--- src/hdl/gdp_pkg.sv ---
// Shared constants and types for the GaN driver protection control block.
package gdp_pkg;

  // Clock.
  localparam int CLK_MHZ       = 100;
  localparam int CLK_PERIOD_NS = 10;

  // Turn-on slew settings in V/ns.
  localparam logic [7:0] SLEW_GND_VNS = 8'h96;  // Pin shorted to ground: 150 V/ns.
  localparam logic [7:0] SLEW_5V_VNS  = 8'h64;  // Pin shorted to the 5 V rail: 100 V/ns.
  localparam logic [7:0] SLEW_MIN_VNS = 8'h14;  // Slowest resistor setting: 20 V/ns.
  localparam int         SLEW_SPAN    = 130;    // 150 V/ns minus 20 V/ns.

  // Resistor measurement code and its noise filter.
  localparam int DRV_CODE_W   = 4;
  localparam int DRV_CODE_MAX = 15;
  localparam int DRV_FILT_US  = 100;
  localparam int DRV_FILT_CYC = DRV_FILT_US * CLK_MHZ;

  // Temperature PWM output.
  localparam int PWM_FREQ_HZ    = 9000;
  localparam int PWM_PERIOD_CYC = (CLK_MHZ * 1000000) / PWM_FREQ_HZ;
  localparam int PWM_CNT_W      = 16;
  localparam int PWM_MIN_HI_NS  = 30;
  localparam int PWM_MIN_HI_CYC = (PWM_MIN_HI_NS + CLK_PERIOD_NS - 1) / CLK_PERIOD_NS;
  localparam int TEMP_LO_C      = 25;
  localparam int TEMP_HI_C      = 150;
  localparam int DUTY_LO_PCT    = 3;
  localparam int DUTY_HI_PCT    = 82;
  localparam int TEMP_W         = 8;

  // Blanking after a gate command falling edge in diode emulation.
  localparam int BLANK_NS  = 200;
  localparam int BLANK_CYC = (BLANK_NS + CLK_PERIOD_NS - 1) / CLK_PERIOD_NS;
  localparam int BLANK_W   = 8;

  // Supply start-up sequence.
  typedef enum logic [1:0] {
    GDP_PWR_RAMP  = 2'b00,
    GDP_PWR_RAILS = 2'b01,
    GDP_PWR_RUN   = 2'b10
  } gdp_pwr_t;

  // Overheat diode emulation states; codes 1..3 match the documented state numbers.
  typedef enum logic [2:0] {
    GDP_DE_NORMAL = 3'b000,
    GDP_DE_BLANK  = 3'b001,
    GDP_DE_WATCH  = 3'b010,
    GDP_DE_CONDUCT = 3'b011,
    GDP_DE_DRVOT  = 3'b100
  } gdp_de_t;

endpackage

--- src/hdl/gdp_sync.sv ---
// Two-stage synchroniser for the overheat and drain comparator outputs.
`timescale 1ns/10ps
module gdp_sync #(
  parameter int W = 4
) (
  // Clock, reset and enable.
  input  wire logic         clock_i,
  input  wire logic         nrst_i,
  input  wire logic         clk_en_i,
  // Asynchronous levels in, synchronised levels out.
  input  wire logic [W-1:0] async_i,
  output logic      [W-1:0] sync_o
);

  logic [W-1:0] meta;
  logic [W-1:0] next_meta;
  logic [W-1:0] next_sync;

  // The first stage is read only by the second stage.
  always_comb begin
    next_meta = async_i;
    next_sync = meta;
  end

  // Both stages hold while the clock enable is low.
  always_ff @(posedge clock_i or negedge nrst_i) begin
    if (!nrst_i) begin
      meta   <= '0;
      sync_o <= '0;
    end else if (clk_en_i) begin
      meta   <= next_meta;
      sync_o <= next_sync;
    end
  end

endmodule

--- src/hdl/gdp_ctrl.sv ---
// GaN driver control: slew selection, temperature PWM, start-up and overheat diode emulation.
`timescale 1ns/10ps
module gdp_ctrl
  import gdp_pkg::*;
#(
  parameter int PWM_PERIOD = gdp_pkg::PWM_PERIOD_CYC,
  parameter int DRV_FILT   = gdp_pkg::DRV_FILT_CYC
) (
  // Clock, reset and enable.
  input  wire logic                           clock_i,
  input  wire logic                           nrst_i,
  input  wire logic                           clk_en_i,
  // Gate command from the converter controller.
  input  wire logic                           gate_cmd_i,
  // Drive-strength pin measurement.
  input  wire logic                           drv_short_gnd_i,
  input  wire logic                           drv_short_5v_i,
  input  wire logic [gdp_pkg::DRV_CODE_W-1:0] drv_code_i,
  // Supply and rail comparators.
  input  wire logic                           vdd_above_rise_i,
  input  wire logic                           vdd_below_fall_i,
  input  wire logic                           rail5v_ok_i,
  input  wire logic                           negbias_ok_i,
  // Temperature and drain sensing.
  input  wire logic [gdp_pkg::TEMP_W-1:0]     temp_c_i,
  input  wire logic                           fet_ot_i,
  input  wire logic                           drv_ot_i,
  input  wire logic                           drain_neg_i,
  input  wire logic                           drain_q1_i,
  // Outputs.
  output logic                                fet_on_o,
  output logic                                fault_n_o,
  output logic                                temp_pwm_o,
  output logic                                rail_en_o,
  output logic      [7:0]                     slew_vns_o
);
  import gdp_pkg::*;

  // Slew setting from the resistor code; a lower resistance drives faster.
  function automatic logic [7:0] slew_map(input logic [DRV_CODE_W-1:0] code);
    int v;
    v = int'(SLEW_GND_VNS) - (int'(code) * SLEW_SPAN) / DRV_CODE_MAX;
    return v[7:0];
  endfunction

  // High time of the temperature PWM, extended linearly on both sides and clamped.
  function automatic logic [PWM_CNT_W-1:0] pwm_high(input logic [TEMP_W-1:0] t, input int period);
    int lo;
    int span;
    int hi;
    lo   = (period * DUTY_LO_PCT) / 100;
    span = (period * (DUTY_HI_PCT - DUTY_LO_PCT)) / 100;
    hi   = lo + ((int'(t) - TEMP_LO_C) * span) / (TEMP_HI_C - TEMP_LO_C);
    if (hi < PWM_MIN_HI_CYC) begin
      hi = PWM_MIN_HI_CYC;
    end else if (hi > period - 1) begin
      hi = period - 1;
    end
    return hi[PWM_CNT_W-1:0];
  endfunction

  // Synchronised comparator levels.
  logic [3:0] sens_s;
  logic       fet_ot_s;
  logic       drv_ot_s;
  logic       drain_neg_s;
  logic       drain_q1_s;

  // The overheat and drain comparators cross into the clock domain; the supply and rail comparators are used directly.
  gdp_sync #(.W(4)) u_sync (
    .clock_i  (clock_i),
    .nrst_i   (nrst_i),
    .clk_en_i (clk_en_i),
    .async_i  ({fet_ot_i, drv_ot_i, drain_neg_i, drain_q1_i}),
    .sync_o   (sens_s)
  );
  assign {fet_ot_s, drv_ot_s, drain_neg_s, drain_q1_s} = sens_s;

  // Power sequence state.
  gdp_pwr_t pwr;
  gdp_pwr_t next_pwr;
  logic     next_rail_en;

  // Rails build while the supply holds; a dip below the falling threshold drops back to the ramp state.
  always_comb begin
    next_pwr = pwr;
    case (pwr)
      GDP_PWR_RAMP: begin
        if (vdd_above_rise_i) begin
          next_pwr = GDP_PWR_RAILS;
        end
      end
      GDP_PWR_RAILS: begin
        if (vdd_below_fall_i) begin
          next_pwr = GDP_PWR_RAMP;
        end else if (rail5v_ok_i && negbias_ok_i) begin
          next_pwr = GDP_PWR_RUN;
        end
      end
      GDP_PWR_RUN: begin
        if (vdd_below_fall_i) begin
          next_pwr = GDP_PWR_RAMP;
        end
      end
      default: next_pwr = GDP_PWR_RAMP;
    endcase
    // Driver overheat also shuts the regulators, protecting against shorted rail pins.
    next_rail_en = (next_pwr != GDP_PWR_RAMP) && !drv_ot_s;
  end

  always_ff @(posedge clock_i or negedge nrst_i) begin
    if (!nrst_i) begin
      pwr       <= GDP_PWR_RAMP;
      rail_en_o <= 1'b0;
    end else if (clk_en_i) begin
      pwr       <= next_pwr;
      rail_en_o <= next_rail_en;
    end
  end

  // Slew selection state.
  logic                  strap_done;
  logic                  strap_5v;
  logic [7:0]            cand;
  logic [7:0]            cand_prev;
  logic [15:0]           filt_cnt;
  logic                  next_strap_done;
  logic                  next_strap_5v;
  logic [7:0]            next_cand_prev;
  logic [15:0]           next_filt_cnt;
  logic [7:0]            next_slew;

  // The rail tie is caught once as the rails come good; a candidate must hold before it is adopted.
  always_comb begin
    next_strap_done = strap_done;
    next_strap_5v   = strap_5v;
    next_cand_prev  = cand_prev;
    next_filt_cnt   = filt_cnt;
    next_slew       = slew_vns_o;
    cand            = drv_short_gnd_i ? SLEW_GND_VNS : slew_map(drv_code_i);
    if (!strap_done && next_pwr == GDP_PWR_RUN) begin
      next_strap_done = 1'b1;
      next_strap_5v   = drv_short_5v_i;
    end
    if (next_strap_5v) begin
      next_slew = SLEW_5V_VNS;
    end else if (cand != cand_prev) begin
      next_cand_prev = cand;
      next_filt_cnt  = 16'h0000;
    end else if (int'(filt_cnt) < DRV_FILT - 1) begin
      next_filt_cnt = filt_cnt + 16'h0001;
    end else begin
      next_slew = cand;
    end
  end

  always_ff @(posedge clock_i or negedge nrst_i) begin
    if (!nrst_i) begin
      strap_done <= 1'b0;
      strap_5v   <= 1'b0;
      cand_prev  <= SLEW_MIN_VNS;
      filt_cnt   <= 16'h0000;
      slew_vns_o <= SLEW_MIN_VNS;
    end else if (clk_en_i) begin
      strap_done <= next_strap_done;
      strap_5v   <= next_strap_5v;
      cand_prev  <= next_cand_prev;
      filt_cnt   <= next_filt_cnt;
      slew_vns_o <= next_slew;
    end
  end

  // Temperature PWM state.
  logic [PWM_CNT_W-1:0] pwm_cnt;
  logic [PWM_CNT_W-1:0] hi_len;
  logic [PWM_CNT_W-1:0] next_pwm_cnt;
  logic [PWM_CNT_W-1:0] next_hi_len;
  logic                 next_temp_pwm;
  logic                 ot_any;

  // The high time is latched only at period start, so a pulse is never cut short mid-period.
  always_comb begin
    ot_any       = fet_ot_s || drv_ot_s;
    next_pwm_cnt = pwm_cnt + 1'b1;
    next_hi_len  = hi_len;
    if (int'(pwm_cnt) >= PWM_PERIOD - 1) begin
      next_pwm_cnt = '0;
      next_hi_len  = pwm_high(temp_c_i, PWM_PERIOD);
    end
    next_temp_pwm = ot_any || (next_pwm_cnt < next_hi_len);
  end

  always_ff @(posedge clock_i or negedge nrst_i) begin
    if (!nrst_i) begin
      pwm_cnt    <= '0;
      hi_len     <= PWM_CNT_W'(PWM_MIN_HI_CYC);
      temp_pwm_o <= 1'b0;
    end else if (clk_en_i) begin
      pwm_cnt    <= next_pwm_cnt;
      hi_len     <= next_hi_len;
      temp_pwm_o <= next_temp_pwm;
    end
  end

  // Diode emulation state.
  gdp_de_t             de;
  gdp_de_t             next_de;
  logic [BLANK_W-1:0]  blank_cnt;
  logic [BLANK_W-1:0]  next_blank_cnt;
  logic                gate_prev;
  logic                gate_fall;
  logic                next_fet_on;
  logic                next_fault_n;

  // While only the FET overheats, a falling gate edge overrides every state; without gate activity only states 2 and 3 alternate.
  always_comb begin
    gate_fall      = gate_prev && !gate_cmd_i;
    next_de        = de;
    next_blank_cnt = blank_cnt;
    if (next_pwr != GDP_PWR_RUN) begin
      next_de = GDP_DE_NORMAL;
    end else if (drv_ot_s) begin
      next_de = GDP_DE_DRVOT;
    end else if (!fet_ot_s) begin
      next_de = GDP_DE_NORMAL;
    end else if (gate_fall) begin
      next_de        = GDP_DE_BLANK;
      next_blank_cnt = '0;
    end else begin
      case (de)
        GDP_DE_NORMAL: next_de = GDP_DE_WATCH;
        GDP_DE_DRVOT:  next_de = GDP_DE_WATCH;
        GDP_DE_BLANK: begin
          if (int'(blank_cnt) >= BLANK_CYC - 1) begin
            next_de = GDP_DE_WATCH;
          end else begin
            next_blank_cnt = blank_cnt + 1'b1;
          end
        end
        GDP_DE_WATCH: begin
          if (drain_neg_s) begin
            next_de = GDP_DE_CONDUCT;
          end
        end
        GDP_DE_CONDUCT: begin
          if (drain_q1_s) begin
            next_de = GDP_DE_WATCH;
          end
        end
        default: next_de = GDP_DE_NORMAL;
      endcase
    end
    // Outside overheat the FET follows the gate only once running.
    if (next_de == GDP_DE_NORMAL) begin
      next_fet_on = (next_pwr == GDP_PWR_RUN) && gate_cmd_i;
    end else begin
      next_fet_on = (next_de == GDP_DE_CONDUCT);
    end
    next_fault_n = (next_pwr == GDP_PWR_RUN) && !fet_ot_s && !drv_ot_s;
  end

  always_ff @(posedge clock_i or negedge nrst_i) begin
    if (!nrst_i) begin
      de        <= GDP_DE_NORMAL;
      blank_cnt <= '0;
      gate_prev <= 1'b0;
      fet_on_o  <= 1'b0;
      fault_n_o <= 1'b0;
    end else if (clk_en_i) begin
      de        <= next_de;
      blank_cnt <= next_blank_cnt;
      gate_prev <= gate_cmd_i;
      fet_on_o  <= next_fet_on;
      fault_n_o <= next_fault_n;
    end
  end

  // Checks on the behaviour above.
  chk_rail_slew_fixed: assert property (@(posedge clock_i) disable iff (!nrst_i)
    strap_5v |-> slew_vns_o == 8'h64) else $error("Rail tie did not hold 100 V/ns.");

  chk_strap_frozen: assert property (@(posedge clock_i) disable iff (!nrst_i)
    strap_done |=> strap_done && $stable(strap_5v)) else $error("Rail tie sampled again.");

  chk_gnd_fast_slew: assert property (@(posedge clock_i) disable iff (!nrst_i)
    (clk_en_i && !strap_5v && drv_short_gnd_i && cand_prev == 8'h96 && int'(filt_cnt) >= DRV_FILT - 1)
    |=> slew_vns_o == 8'h96) else $error("Ground short did not select 150 V/ns.");

  chk_slew_range: assert property (@(posedge clock_i) disable iff (!nrst_i)
    slew_vns_o >= 8'h14 && slew_vns_o <= 8'h96) else $error("Slew setting out of range.");

  chk_pwm_min_high: assert property (@(posedge clock_i) disable iff (!nrst_i)
    hi_len >= 16'h0003 && int'(hi_len) < PWM_PERIOD) else $error("PWM high time out of range.");

  chk_ot_temp_high: assert property (@(posedge clock_i) disable iff (!nrst_i)
    (clk_en_i && (fet_ot_s || drv_ot_s)) |=> temp_pwm_o) else $error("Temperature output not high in fault.");

  chk_fall_blanks: assert property (@(posedge clock_i) disable iff (!nrst_i)
    (clk_en_i && pwr == GDP_PWR_RUN && !vdd_below_fall_i && fet_ot_s && !drv_ot_s && gate_fall)
    |=> de == GDP_DE_BLANK && !fet_on_o) else $error("Gate fall did not force blanking.");

  chk_blank_bound: assert property (@(posedge clock_i) disable iff (!nrst_i)
    de == GDP_DE_BLANK |-> !fet_on_o && int'(blank_cnt) < BLANK_CYC) else $error("Blanking overran.");

  chk_conduct_on: assert property (@(posedge clock_i) disable iff (!nrst_i)
    de == GDP_DE_CONDUCT |-> fet_on_o)
    else $error("FET not on while conducting.");

  chk_fault_start: assert property (@(posedge clock_i) disable iff (!nrst_i)
    pwr != GDP_PWR_RUN |-> !fault_n_o && !fet_on_o) else $error("Fault released before run.");

  chk_fault_ot: assert property (@(posedge clock_i) disable iff (!nrst_i)
    (clk_en_i && (fet_ot_s || drv_ot_s)) |=> !fault_n_o) else $error("Fault not low in overtemperature.");

endmodule

--- config.mk ---
export PLATFORM = sky130hd
export DESIGN_NAME = gdp_ctrl
export DESIGN_NICKNAME = d
export VERILOG_FILES = /design/src/hdl/gdp_pkg.sv /design/src/hdl/gdp_sync.sv /design/src/hdl/gdp_ctrl.sv
export SDC_FILE = /design/constraint.sdc
export NUM_CORES = 1
export LEC_CHECK = 0
export BUFFER_PORTS_ARGS = -buffer_cell sky130_fd_sc_hd__buf_2
export CAP_MARGIN = 20
export CORE_MARGIN = 2
export CORE_UTILIZATION = 65
export DETAILED_ROUTE_END_ITERATION = 8
export PLACE_DENSITY = 0.86
export SETUP_SLACK_MARGIN = 0.2
export SLEW_MARGIN = 30
export SYNTH_ARGS = -nofsm -noshare
export SYNTH_HDL_FRONTEND = slang
export SYNTH_SLANG_ARGS = --single-unit
--- constraint.sdc ---
create_clock -name clock_i -period 4.4 [get_ports clock_i]
set_clock_uncertainty 0.15 [all_clocks]
set_input_delay 0.44 -clock clock_i [delete_from_list [all_inputs] [get_ports clock_i]]
set_output_delay 0.44 -clock clock_i [all_outputs]
set_load 0.02 [all_outputs]
==> results of run 1 <==
## cells by family after synthesis
logic type      synth area share (%)
flops                           16.2
compound gates                  31.1
buf+inv                         3.76
other cells                   0.0264
fa+ha+maj                       10.1
simple gates                    24.9
mux                             4.70
xor+xnor                        9.15
## cell usage after synthesis, types with 25 or more instances
library cell / count / area share [%]
inv_1: 70 / 1.8
nor2_1: 189 / 5.0
mux2_2: 28 / 2.2
dfrtp_1: 86 / 15
a31oi_1: 44 / 1.9
and2_1: 25 / 1.1
a21oi_1: 96 / 3.4
a211oi_1: 33 / 1.7
nand4_1: 32 / 1.4
ha_1: 92 / 8.1
xnor2_1: 92 / 5.7
and3_1: 25 / 1.1
a21o_1: 30 / 1.6
clkbuf_1: 48 / 1.3
o21ai_0: 68 / 2.4
nand2_1: 165 / 4.4
nand3_1: 76 / 2.7
o21ai_1: 26 / 0.92
xor2_1: 51 / 3.1
nor3_1: 51 / 1.8
## metrics by stage
step / setup slack (ns) / TNS (ns) / instance area (sq um)
after detailed placement: -17.48 / -242.59 / 19400
after global placement: -15.98 / -221.13 / 19400
after floorplan: -16.55 / -226.19 / 14700
after CTS: -15.91 / -218.70 / 21100
## what timing repair did
action	4_1_cts
buffers inserted	49
pin swaps	121
gates resized for setup	210
endpoints found under the setup margin	15
## layer usage
| metal | overflow | GRT usage [%] |
|---|---|---|
| met1 | 9 | 84.3 |
| met2 | 380 | 106 |
| met3 | 9 | 72.0 |
| met4 | 199 | 98.8 |
| met5 | 0 | 31.1 |
==> reports/qor.yml, run 1 <==
status:
  outcome: "did not finish"
  failed_stage: "global routing (5_1_grt)"
  first-error: "[ERROR GRT-0116] Global routing finished with congestion. Check the congestion regions in the DRC Viewer."
yosys:
  synth.cell_area_sq_mm: 0.0142
  ys_ff_latch: 92
  synthArstFlopShare_pct: 100
  ys_types: 121
  synth-edff-count: 0
  yosysWarnings: 0
  synth_flop_cell: "dfrtp_1"
  seq_area_frac_synth_pct: 16.3
  syn_area_per_cell_sq_um: 7.70
  syn_inst: 1846
clocking:
  clockBufferDepth: 2
  cts_max_level: 3
  cts_root_buffer: "clkbuf_16"
  cts_buffers: 9
  cts_sinks: 92
  cts_hold_buf: 0
placement:
  dp_hpwl_microns: 44500
  place.gp.congestion: 1.07
  dp.cells: 2692
  portBuffers: 37
floorplan:
  die_w_microns: 152
  start_util_pct: 65.7
  die_h_microns: 152
  rows: 54
  pin_count: 38
grt:
  grt_max_degree: 58
  grt_pass1_vias: 27000
  grt_usage_pct: 88.4
  grt.overflow.total: 597
  grt_pass1_wl_microns: 167000
==> run 2, diff against run 1 <==
CORE_UTILIZATION = 40   (was 65)
PLACE_DENSITY = default   (was 0.86)
PLACE_DENSITY_LB_ADDON = 0.15   (was default)
SETUP_SLACK_MARGIN = default   (was 0.2)
==> run 2 against run 1 <==
The flow now finishes, with violations (hold timing, setup timing). Synthesized area stayed put. Synthesized cell count did not move.
==> reports/qor.yml, run 2 <==
status:
  outcome: "finished with violations"
  violations: "hold timing, setup timing"
routing:
  wl_microns: 50100
  firstDrtPassIters: 5
  vias: 17400
  post_drt_wl_per_cell_microns: 16.4
  vias_per_cell: 5.67
  drt_iter0_drc: 902
  drcViolationCount: 0
  ant_nets: 0
yosys:
  synth.cell_area_sq_mm: 0.0142
  ys_types: 121
  synthArstFlopShare_pct: 100
  syn_area_per_cell_sq_um: 7.70
  ys_ff_latch: 92
  seq_area_frac_synth_pct: 16.3
  yosysWarnings: 0
  synth.area.top_cells: "dfrtp_1 15%, ha_1 8.1%, xnor2_1 5.7%, nor2_1 5.0%, nand2_1 4.4%"
  syn_inst: 1846
  synth_top_area_cell: "dfrtp_1"
  synth-edff-count: 0
  synth_top_cell_area_share_pct: 15.1
  yosysMostFrequentCell: "nor2_1"
  ys_top_cells_by_count: "189 x nor2_1, 165 x nand2_1, 96 x a21oi_1"
  synth_flop_cell: "dfrtp_1"
finish:
  layout-drive-gt1-share_pct: 46.5
  final_core_util_pct: 65.2
  final_cell_mix: "733 x buf_4, 176 x nor2_1, 152 x nand2_1, 86 x dfrtp_1, 79 x a21oi_1"
  area_delta_synth_final_pct: 62.1
  layout_commonest_cell: "buf_4"
  diodes: 0
  largestRegisters: "filt_cnt: 16 flops, hi_len: 16 flops, pwm_cnt: 16 flops"
  final_nets: 2725
  fillers: 2901
clocking:
  cts_root_buffer: "clkbuf_16"
  path_clk_slew_ns: 0.07
  cts_buffers: 9
  tritoncts: "done"
  cts_sinks: 92
  cts_max_level: 3
  cts_hold_buf: 0
  clockBufferDepth: 2
  clk_latency_ns: 0.34
timing:
  finalHoldViolations: 13
  fmax_mhz: 49.5
  whs_ns: -0.0168
  final-setup-viol-count: 15
  fin_ws_ns: -15.82
  post-route-period-util_pct: 459
  worstMarginPinSlew_ns: 0.721
  fin_crit_ns: 20.22
  slew_viol_final: 0
  rsz0062_at_grt: "yes"
  slew_headroom_pct: 51.9
grt:
  grt.overflow.total: 0
  grt_pass1_vias: 16600
  antenna_found_initial: 0
  grt_pass1_wl_microns: 79300
  grt_usage_pct: 25.5
  grt_max_degree: 56
floorplan:
  rows: 69
  die_h_microns: 193
  start_util_pct: 40.3
  die_w_microns: 193
  die_area_sq_mm: 0.0371
  core_sq_mm: 0.0353
  pin_count: 38
setup_path:
  critPathMaxStageDelay_ns: 0.58
  rr_startpoint: "pwm_cnt[0]$_DFFE_PN0P_"
  r2r_slack_ns: 0.42
  critPathMaxFanout: 6
  end_kind: "flop"
  r2r-end: "temp_pwm_o$_DFFE_PN0P_"
  crit_type: "input pin to flop"
  arrival_ns: 20.34
  cp.required_ns: 4.52
  r2r.worst_path.cells: 19
  startpoint_type: "input pin"
  slowest_stage: "fa_2"
  crit_top_cell: "buf_4"
placement:
  dp_hpwl_microns: 37800
  portBuffers: 37
  place.gp.congestion: 0.941
flow_run:
  max_cap_violations: 0
worst_hold_path:
  hold_path_class: "input pin to async pin"
## run 2: cell counts after synthesis
No cell type changed its count.
## run 2: worst max-delay path, delay by kind of cell
| kind | cells | cell delay, ns |
|---|---|---|
| compound gates | 37 | 8.02 |
| xor+xnor | 5 | 1.06 |
| fa+ha+maj | 11 | 3.03 |
| buf+inv | 15 | 1.96 |
| mux | 4 | 1.10 |
| simple gates | 24 | 4.67 |
## run 2: cell families after synthesis
kind of cell / Yosys count / share of synthesized area [%]
buffers and inverters: 136 / 3.76
DFF: 92 / 16.2
AOI/OAI and AO/OA: 592 / 31.1
muxes: 60 / 4.70
xor gates and xnor gates: 146 / 9.15
adders and majority gates: 108 / 10.1
other: 1 / 0.0264
and+or+nand+nor: 711 / 24.9
## run 2: repair_timing
| item | CTS | global route |
|---|---|---|
| cloned | 1 | 0 |
| resized for setup | 183 | 155 |
| buffers inserted | 72 | 58 |
| pin swaps | 106 | 134 |
| setup endpoints to repair | 15 | 15 |
## run 2: area by class of cell
class / count / area [sq um] / area share (%)
timing repair buffer: 802 / 6100 / 26.5
clock buffer: 10 / 229 / 0.994
clock inverter: 6 / 70.1 / 0.304
multi-input combinational: 1620 / 13500 / 58.5
tap: 461 / 577 / 2.50
inverter: 70 / 278 / 1.21
sequential: 92 / 2310 / 10.0
## run 2: per-layer routing
metal / track usage [%] / wire length, microns / vias up / share of wire, %
met1: 32.6 / 21800 / 8335 / 44
met2: 46.9 / 25600 / 399 / 51
met3: 1.73 / 1640 / 92 / 3.3
li1: - / - / 8527 / -
met4: 5.55 / 1040 / 0 / 2.1
met5: 0 / 0 / - / 0
## run 2: per-stage QoR
step                instance area (sq um)  setup WS (ns)  hold slack, ns  cells  TNS, ns
floorplan                           14700         -16.55        -0.00559   1847  -226.19
global placement                    20000         -16.50           0.301   2916  -228.57
detailed placement                  20000         -16.70           0.316   2916  -230.87
CTS                                 21700         -15.29         0.00720   3003  -210.56
global route                        23000         -16.67          0.0481   3061  -228.94
finish                              23000         -15.82         -0.0168   3061  -217.36
## run 2: how the worst max path moves through the flow
stage,startpoint,to
3_3_place_gp,temp_c_i[1],temp_pwm_o$_DFFE_PN0P_
5_1_grt,temp_c_i[1],temp_pwm_o$_DFFE_PN0P_
4_1_cts,temp_c_i[2],temp_pwm_o$_DFFE_PN0P_
2_1_floorplan,temp_c_i[1],temp_pwm_o$_DFFE_PN0P_
6_report,temp_c_i[1],temp_pwm_o$_DFFE_PN0P_
3_5_place_dp,temp_c_i[1],temp_pwm_o$_DFFE_PN0P_
Power of run 2 is not shown: default switching activity piles up to over one toggle a cycle in this logic, so the estimate is an artifact.
